<file path="src/sadc_pkg.sv">
package sadc_pkg;
  // ----------------------------------------
  // Widths and sequencing counts
  // ----------------------------------------
  localparam int RES_HI = 14;
  localparam int RES_LO = 12;
  localparam int WORD_W = 16;
  localparam logic [4:0] ACQ_EDGE = 5'h10;
  localparam logic [4:0] SHIFT_LAST = 5'h10;
  localparam logic [2:0] NAP_PULSES = 3'h2;
  localparam logic [2:0] SLEEP_PULSES = 3'h4;
  localparam logic [1:0] LATE_DELAY = 2'h1;
  localparam int SYS_CLK_HZ = 20000000;

  typedef enum logic [1:0] {
    SADC_ACTIVE,
    SADC_NAP,
    SADC_SLEEP
  } sadc_pwr_t;
endpackage : sadc_pkg

</file>
<file path="src/sadc_buf2.sv">
`timescale 1ns/1ns
module sadc_buf2 #(
  parameter int WIDTH = 14,
  parameter int DEPTH = 2
) (
  input wire logic sys_clk_i, // System clock
  input wire logic rst_n_i, // Async reset, low
  input wire logic in_valid_i, // Word offered
  output logic in_ready_o, // Room available
  input wire logic [WIDTH-1:0] in_data_i, // Word in
  output logic out_valid_o, // Word held
  input wire logic out_ready_i, // Drain accepts
  output logic [WIDTH-1:0] out_data_o // Word out
);
  localparam int AW = $clog2(DEPTH);
  logic [WIDTH-1:0] mem [DEPTH];
  logic [AW-1:0] wr_ptr;
  logic [AW-1:0] rd_ptr;
  logic [AW:0] count;
  logic push;
  logic pop;

  assign in_ready_o = (count != (AW+1)'(DEPTH));
  assign out_valid_o = (count != '0);
  assign push = in_valid_i && in_ready_o;
  assign pop = out_valid_o && out_ready_i;
  assign out_data_o = mem[rd_ptr];

  always_ff @(posedge sys_clk_i) begin
    if (push) begin
      mem[wr_ptr] <= in_data_i;
    end
  end

  always_ff @(posedge sys_clk_i or negedge rst_n_i) begin
    if (!rst_n_i) begin
      wr_ptr <= '0;
      rd_ptr <= '0;
      count <= '0;
    end else begin
      if (push) begin
        wr_ptr <= (wr_ptr == AW'(DEPTH-1)) ? '0 : wr_ptr + 1'b1;
      end
      if (pop) begin
        rd_ptr <= (rd_ptr == AW'(DEPTH-1)) ? '0 : rd_ptr + 1'b1;
      end
      count <= count + (AW+1)'(push) - (AW+1)'(pop);
    end
  end
endmodule : sadc_buf2

</file>
<file path="src/sadc_core.sv">
`timescale 1ns/1ns
module sadc_core #(
  parameter int RES = 14 // Result width, 14 or 12
) (
  input wire logic sys_clk_i, // System clock, 20 MHz
  input wire logic rst_n_i, // Async reset, low
  input wire logic serial_clk_i, // Host serial clock pin
  input wire logic convert_start_i, // Convert-start strobe pin
  input wire logic late_start_i, // Strobe rose inside setup window
  input wire logic sample_valid_i, // Converter core offers a sample
  output logic sample_ready_o, // Buffer can take a sample
  input wire logic signed [RES:0] sample_diff_i, // Input difference, one bit headroom
  output logic serial_result_out_o, // Serial data out value
  output logic serial_result_oe_o, // Serial data out enable
  output logic acquiring_o, // Sample-and-hold tracking the input
  output logic nap_o, // Nap mode
  output logic sleep_o // Sleep mode
);
  // ----------------------------------------
  // Pin synchronisers and edge detection
  // ----------------------------------------
  logic sck_meta, sck_sync, sck_prev;
  logic cnv_meta, cnv_sync, cnv_prev;
  logic sck_rise, cnv_rise;

  always_ff @(posedge sys_clk_i or negedge rst_n_i) begin
    if (!rst_n_i) begin
      sck_meta <= 1'b0;
      sck_sync <= 1'b0;
      sck_prev <= 1'b0;
      cnv_meta <= 1'b0;
      cnv_sync <= 1'b0;
      cnv_prev <= 1'b0;
    end else begin
      sck_meta <= serial_clk_i;
      sck_sync <= sck_meta;
      sck_prev <= sck_sync;
      cnv_meta <= convert_start_i;
      cnv_sync <= cnv_meta;
      cnv_prev <= cnv_sync;
    end
  end

  assign sck_rise = sck_sync && !sck_prev;
  assign cnv_rise = cnv_sync && !cnv_prev;

  // ----------------------------------------
  // Setup-miss flag synchroniser
  // ----------------------------------------
  logic late_meta, late_sync;

  // Same depth as the strobe chain, so the flag lines up with cnv_rise
  always_ff @(posedge sys_clk_i or negedge rst_n_i) begin
    if (!rst_n_i) begin
      late_meta <= 1'b0;
      late_sync <= 1'b0;
    end else begin
      late_meta <= late_start_i;
      late_sync <= late_meta;
    end
  end

  // ----------------------------------------
  // Saturation and sampling
  // ----------------------------------------
  function automatic logic [RES-1:0] sat_code(input logic signed [RES:0] d);
    logic [RES-1:0] r;
    r = d[RES-1:0];
    if (d[RES] != d[RES-1]) begin
      r = d[RES] ? {1'b1, {(RES-1){1'b0}}} : {1'b0, {(RES-1){1'b1}}};
    end
    return r;
  endfunction : sat_code

  logic buf_valid;
  logic buf_ready;
  logic [RES-1:0] buf_data;
  logic [RES-1:0] held;
  logic [RES-1:0] shift_word;
  logic [4:0] edge_cnt;
  logic [1:0] delay_cnt;
  logic running;
  sadc_pkg::sadc_pwr_t pwr;
  logic [2:0] idle_pulses;
  logic start_ok;
  logic step;
  logic last_step;

  // Buffer keeps a converter word while the output shifter is still busy
  sadc_buf2 #(
    .WIDTH(RES),
    .DEPTH(2)
  ) u_buf (
    .sys_clk_i(sys_clk_i),
    .rst_n_i(rst_n_i),
    .in_valid_i(sample_valid_i && acquiring_o),
    .in_ready_o(sample_ready_o),
    .in_data_i(sat_code(sample_diff_i)),
    .out_valid_o(buf_valid),
    .out_ready_i(buf_ready),
    .out_data_o(buf_data)
  );

  // Hold the oldest buffered sample at the strobe edge
  // Strobes in nap or sleep only count toward power-down
  assign start_ok = cnv_rise && pwr == sadc_pkg::SADC_ACTIVE;
  assign buf_ready = start_ok;
  // One counted serial edge, after any setup-miss slip is used up
  assign step = sck_rise && running && delay_cnt == 2'h0;
  assign last_step = step && (edge_cnt + 5'h1 == sadc_pkg::ACQ_EDGE);

  always_ff @(posedge sys_clk_i or negedge rst_n_i) begin
    if (!rst_n_i) begin
      held <= '0;
    end else if (buf_ready && buf_valid) begin
      held <= buf_data;
    end
  end

  // ----------------------------------------
  // Conversion sequencing and output shifter
  // ----------------------------------------
  // Sequencer: counts the serial edges of one conversion
  always_ff @(posedge sys_clk_i or negedge rst_n_i) begin
    if (!rst_n_i) begin
      running <= 1'b0;
      edge_cnt <= '0;
      delay_cnt <= '0;
    end else if (start_ok) begin
      running <= 1'b1;
      edge_cnt <= '0;
      // Setup miss costs one serial edge before the first bit
      delay_cnt <= late_sync ? sadc_pkg::LATE_DELAY : 2'h0;
    end else if (sck_rise && running) begin
      if (delay_cnt != 2'h0) begin
        delay_cnt <= delay_cnt - 2'h1;
      end else begin
        edge_cnt <= edge_cnt + 5'h1;
      end
      if (last_step) begin
        // Stop until the next strobe so stray edges cannot wrap the count
        running <= 1'b0;
      end
    end
  end

  // Output word register
  always_ff @(posedge sys_clk_i or negedge rst_n_i) begin
    if (!rst_n_i) begin
      shift_word <= '0;
    end else if (start_ok) begin
      // Previous word goes out while the new sample converts
      shift_word <= held;
    end else if (step && edge_cnt < 5'(RES)) begin
      shift_word <= {shift_word[RES-2:0], 1'b0};
    end
  end

  // Data pin and its enable
  always_ff @(posedge sys_clk_i or negedge rst_n_i) begin
    if (!rst_n_i) begin
      serial_result_out_o <= 1'b0;
      serial_result_oe_o <= 1'b0;
    end else if (start_ok) begin
      serial_result_oe_o <= 1'b0;
    end else if (step) begin
      if (edge_cnt < 5'(RES)) begin
        serial_result_out_o <= shift_word[RES-1];
        serial_result_oe_o <= 1'b1;
      end else begin
        serial_result_oe_o <= 1'b0;
      end
    end
  end

  // Sample-and-hold status
  always_ff @(posedge sys_clk_i or negedge rst_n_i) begin
    if (!rst_n_i) begin
      acquiring_o <= 1'b1;
    end else if (start_ok) begin
      acquiring_o <= 1'b0;
    end else if (last_step) begin
      acquiring_o <= 1'b1;
    end
  end

  // ----------------------------------------
  // Power-down by counting idle strobes
  // ----------------------------------------
  always_ff @(posedge sys_clk_i or negedge rst_n_i) begin
    if (!rst_n_i) begin
      pwr <= sadc_pkg::SADC_ACTIVE;
      idle_pulses <= '0;
    end else if (sck_sync != sck_prev) begin
      idle_pulses <= '0;
      if (sck_rise) begin
        pwr <= sadc_pkg::SADC_ACTIVE;
      end
    end else if (cnv_rise) begin
      // Saturate so long strobe trains stay in sleep
      if (idle_pulses != 3'h7) begin
        idle_pulses <= idle_pulses + 3'h1;
      end
      if (idle_pulses + 3'h1 >= sadc_pkg::SLEEP_PULSES) begin
        pwr <= sadc_pkg::SADC_SLEEP;
      end else if (idle_pulses + 3'h1 == sadc_pkg::NAP_PULSES) begin
        pwr <= sadc_pkg::SADC_NAP;
      end
    end
  end

  // ----------------------------------------
  // Mode outputs
  // ----------------------------------------
  assign nap_o = (pwr == sadc_pkg::SADC_NAP);
  assign sleep_o = (pwr == sadc_pkg::SADC_SLEEP);
endmodule : sadc_core

</file>
<file path="config.mk">
export PLATFORM = sky130hd
export DESIGN_NAME = sadc_core
export DESIGN_NICKNAME = d
export VERILOG_FILES = /design/src/sadc_pkg.sv /design/src/sadc_buf2.sv /design/src/sadc_core.sv
export SDC_FILE = /design/constraint.sdc
export NUM_CORES = 1
export LEC_CHECK = 0
export BUFFER_PORTS_ARGS = -buffer_cell sky130_fd_sc_hd__buf_2
export CORE_MARGIN = 10
export CORE_UTILIZATION = 64
export CTS_CLUSTER_SIZE = 25
export DETAILED_ROUTE_END_ITERATION = 8
export PLACE_DENSITY_LB_ADDON = 0.12
export SYNTH_ARGS = -nofsm -noshare
export SYNTH_HDL_FRONTEND = slang
export SYNTH_HIERARCHICAL = 1
export SYNTH_SLANG_ARGS = --single-unit
</file>
<file path="constraint.sdc">
create_clock -name sys_clk_i -period 3.45 [get_ports sys_clk_i]
set_clock_uncertainty 0.1 [all_clocks]
set_input_delay 0.5175 -clock sys_clk_i [delete_from_list [all_inputs] [get_ports sys_clk_i]]
set_output_delay 0.5175 -clock sys_clk_i [all_outputs]
set_load 0.01 [all_outputs]
</file>
# Word level (Yosys, flattened, before mapping)
# Memory sizes are Yosys's and may differ from the RTL's. A register that Yosys moved wholly into a read port is not among the register bits.
# Cells that the tools add are included.
# op_classes
n_addsub	7
order_cmp	2
eq_ne	10
n_mux	31
n_bitwise	1
n_reduce_logical	31
# ops
op	count
14-bit two-way mux	4
2-bit nonzero test	9
2-bit two-way mux	8
5-bit two-way mux	3
1-bit two-way mux	13
1-bit logical AND	10
3-bit two-way mux	3
2-bit AND reduction	4
3-bit AND reduction	2
5-bit by 1-bit adder with 5-bit output, second input constant	1
5-bit == test, second input constant	1
5-bit by 4-bit < comparator with 1-bit output, second input constant	1
2-bit logical NOT	2
2-bit != test, second input constant	2
3-bit by 1-bit adder with 3-bit output, second input constant	1
3-bit by 2-bit == test with 1-bit output, second input constant	1
3-bit greater-or-equal comparator, second input constant	1
1-bit logical NOT	3
3-bit != test, second input constant	1
3-bit nonzero test	1
1-bit adder, second input constant	2
2-bit by 1-bit adder with 2-bit output	1
2-bit by 1-bit == test with 1-bit output, second input constant	1
2-bit == test, second input constant	1
5 further kinds	6
# totals
reg_bits	42
ram_bits	28
out_inout_bits	6
memories	1
# mem_list
name	depth	width	rd	rd_ports_with_merged_regs	write_ports	line	source
u_buf.mem	2	14	1	1	1	sadc_buf2.sv:16	logic [WIDTH-1:0] mem [DEPTH];

# Logic depth before layout (Yosys ltp)
# depth
depth_word	8
mapped_depth	9
ltp_nobuf	7

# Hierarchy
# The synthesis kept the hierarchy.
# modules_own_cells
mod	instances	cells_per_inst	area_per_inst_um2	seq_area_each_um2
sadc_core	1	234	2538.7	1302.5
sadc_buf2	1	66	1229.9	940.9

# Worst setup path before layout
# OpenSTA, ideal clock, no wires.
# synth_path
kind	reg-to-reg
start	register pwr[0]
end	register u_buf.count[1]
arrival_ns	1.792
t_required_ns	3.226
setup_slack_ns	1.434
path_stages_with_launch	10
path_cell_list	dfrtp_1 -> or4b_1 -> buf_2 -> clkinv_4 -> buf_2 -> nand3_1 -> o21ai_0 -> nor2_1 -> ha_1 -> xnor2_1
# synth_via
elab_chain_len	4
# synth_lines
item	line	source
start, declared	sadc_core.sv:83	sadc_pkg::sadc_pwr_t pwr;
start signal, assigned	sadc_core.sv:192	pwr <= sadc_pkg::SADC_ACTIVE;
start signal, assigned	sadc_core.sv:197	pwr <= sadc_pkg::SADC_ACTIVE;
start signal, assigned	sadc_core.sv:205	pwr <= sadc_pkg::SADC_SLEEP;
2-bit logical NOT	sadc_core.sv:106	assign start_ok = cnv_rise && pwr == sadc_pkg::SADC_ACTIVE;
1-bit logical AND	sadc_core.sv:106	
named net buf_ready	sadc_core.sv:76	logic buf_ready;
1-bit logical AND	sadc_buf2.sv:26	assign pop = out_valid_o && out_ready_i;
2-bit by 1-bit subtractor with 2-bit output	sadc_buf2.sv:47	count <= count + (AW+1)'(push) - (AW+1)'(pop);
end signal, assigned	sadc_buf2.sv:47	
end, declared	sadc_buf2.sv:19	logic [AW:0] count;
# The timed path passes the listed nets, and every way through them passes these cells.
# A chain may end at the register's enable or synchronous reset.

# Final worst setup path
# layout_path
start	register cnv_prev
end	register held[0] (read register of u_buf.mem)
# layout_via
elab_chain_len	4
# layout_lines
item	line	source
start, declared	sadc_core.sv:23	logic cnv_meta, cnv_sync, cnv_prev;
start signal, assigned	sadc_core.sv:40	cnv_prev <= cnv_sync;
1-bit logical NOT	sadc_core.sv:45	assign cnv_rise = cnv_sync && !cnv_prev;
1-bit logical AND	sadc_core.sv:45	
1-bit logical AND	sadc_core.sv:106	
1-bit logical AND	sadc_core.sv:115	end else if (buf_ready && buf_valid) begin
end, declared	sadc_core.sv:78	logic [RES-1:0] held;
# No other way between the ends.

==> qor.csv <==
metric,value,unit
htreeDepth,3,
hp-class,input port to flop,
firstDrtPassIters,4,
via_per_inst,5.69,
start_util,0.672,
total_power,2060,µW
hold_depth,1,
dieArea,0.00936,mm²
crit_family,simple AND/OR/NAND/NOR gates,
path_clk_slew,0.08,ns
via_count,2293,
syn-instance-count,300,
r2r_slack,1.47,ns
criticalPathCategory,flop to flop,
crit_arrival,2.10,ns
n_antenna_cell,0,
met2WireLength,2.96,mm
setup_slack,1.47,ns
worst_pin_slew,0.942,ns
drt-total-wl,6.42,mm
setup_tns,0,ns
maxCapViolCount,0,
synthArstFlopShare,0.667,
synth_top_area_frac,0.365,
place_area,0.00395,mm²
drive_gt1_frac,0.236,
ys_seq_elements,84,
hold_buffers,0,
synthFlopType,dfrtp_1,
finalSetupViolations,0,
cts_resized,0,
clk_latency,0.34,ns
final_area,0.00416,mm²
crit_slowest_cell,or4b_1,
die_height,96.7,µm
syn_area,0.00377,mm²
ys_seq_area_frac,0.595,
grt_pass1_wl,11.0,mm
critPathCaptureType,flop,
crit_required,3.57,ns
finalNetCount,358,
yosysUniqueCellTypes,46,
top_layer,met4,
fp-row-count,27,
slew_headroom,0.372,
io_buffers,26,
hold_viol_final,0,
critPathBufInv,1,
wl_met1,3.21,mm
ys_warn_count,6,
post_drt_wl_per_cell,15.9,µm
post-place-ws,1.16,ns
cp.depth,4,
cp-start-kind,flop,
cts_sinks,84,
antenna_left,0,
p_per_area,496,mW/mm²
ff2ff_path_depth,4,
r2r_end,held[0],
synth_edf_count,28,
drtIter0Drc,95,
cts_tree,built,
ios,27,
slew_viol_final,0,
p_leak,0.00187,µW
synth_top_area_cell,dfrtp_1,
grt.total_usage,0.140,
core,0.00561,mm²
syn_to_final_growth,10.3,%
first_global_vias,2311,
ctsLongestPathBuffers,2,
gp_congestion,0.768,
dp_hpwl,4.21,mm
dr_wl_met3,175,µm
drc,0,
irDropWorstVdd,390,µV
hold_start,late_start_i,
syn_avg_cell_area,12.6,µm²
fmaxAchievable,505,MHz
cts_made_buffers,9,
worstReg2RegStart,cnv_prev,
synth_area_leaders,"dfrtp_1 (37%), edfxtp_1 (22%), mux2_2 (5.1%)",
syn_nets,332,
grt_max_degree,42,
cts_setup_buffers,0,
crit_chain,or4b_1 -> clkinv_4 -> nand2_4 -> mux2_1,
fin_crit,1.98,ns
crit_fanout,31,
rsz0062_at_grt,false,
min_to,late_meta,
overflow,0,
final_core_util,0.741,
period_share,0.574,
cts_root_buf,clkbuf_8,
outcome,"finished, final reports clean",
antenna_found_initial,0,
die_w,96.7,µm
critPathMaxStageDelay,0.60,ns
==> cells by family (layout without fill, tap and decap cells) <==
kind of cell / count (synthesis) / count (layout) / synth area share
compound gates: 53 / 53 / 0.0999
xor+xnor: 9 / 9 / 0.0209
fa+ha+maj: 11 / 11 / 0.0365
buf+inv: 27 / 58 / 0.0332
flops: 84 / 84 / 0.595
mux: 30 / 30 / 0.0993
simple gates: 86 / 86 / 0.115
==> Yosys cell counts (2+ instances only) <==
master	number
dfrtp_1	55
nand2_1	37
edfxtp_1	28
mux2_2	17
a21o_1	14
nand4_1	13
o211ai_1	13
ha_1	11
mux2_4	10
clkbuf_1	9
inv_1	9
nor2_1	8
o21ai_0	7
xnor2_1	7
buf_2	6
nand3_1	5
a21oi_1	4
and2_1	4
nor2b_1	4
a211oi_1	3
a31oi_1	3
nand2b_1	3
a21boi_0	2
and3_1	2
mux2_1	2
or2_2	2
or3_1	2
xor2_1	2
==> routing by layer <==
metal | vias up | global-route usage
met2 | 41 | 0.206
met5 | - | 0
met3 | 7 | 0.0263
li1 | 1129 | -
met4 | 0 | 0.0620
met1 | 1116 | 0.194
==> how the worst max path moves through the flow <==
stage                      endpoint  slack (ns)         startpoint
floorplan            u_buf/count[1]        1.43             pwr[0]
global placement    u_buf/mem[0][5]        1.21  sample_diff_i[13]
detailed placement  u_buf/mem[1][7]        1.16  sample_diff_i[13]
CTS                         held[0]        1.45             pwr[0]
global route         u_buf/count[1]        1.34           cnv_prev
finish                      held[0]        1.47           cnv_prev
==> registers in the layout, summed over array words and instances, names as in the netlist, 2 cells and up <==
signal       count
shift_word      14
pwr              2
edge_cnt         5
delay_cnt        2
u_buf/mem       28
u_buf/count      2
held            14
idle_pulses      3
==> layout by cell type (no fill, tap or decap), types with 5 or more instances in the layout <==
| cell | instances |
|---|---|
| dfrtp_1 | 55 |
| nand2_1 | 37 |
| edfxtp_1 | 28 |
| buf_2 | 26 |
| mux2_2 | 17 |
| a21o_1 | 14 |
| nand4_1 | 13 |
| o211ai_1 | 13 |
| ha_1 | 11 |
| mux2_4 | 10 |
| inv_1 | 9 |
| clkbuf_8 | 9 |
| nor2_1 | 8 |
| o21ai_0 | 7 |
| xnor2_1 | 7 |
| buf_4 | 6 |
| nand3_1 | 5 |
==> report_power, final <==
part           internal, µW  switching [µW]
Combinational          91.1             137
Sequential             1070            32.8
Clock                   402             328
==> final cells by class <==
type                            count  area (µm²)
Sequential cell                    84        2240
Fill cell                         388        1450
Multi-Input combinational cell    189        1400
Timing Repair Buffer               32         175
Clock buffer                       10         128
Tap cell                           72        90.1
Clock inverter                      6        78.8
Inverter                           10        42.5
==> stage by stage <==
step           cells  hold WS (ns)
3_3_place_gp     387         0.233
4_1_cts          403         0.160
6_report         403         0.178
5_1_grt          403         0.157
2_1_floorplan    300         0.122
3_5_place_dp     387         0.237
Note: power is estimated with default switching activity, not from simulation.
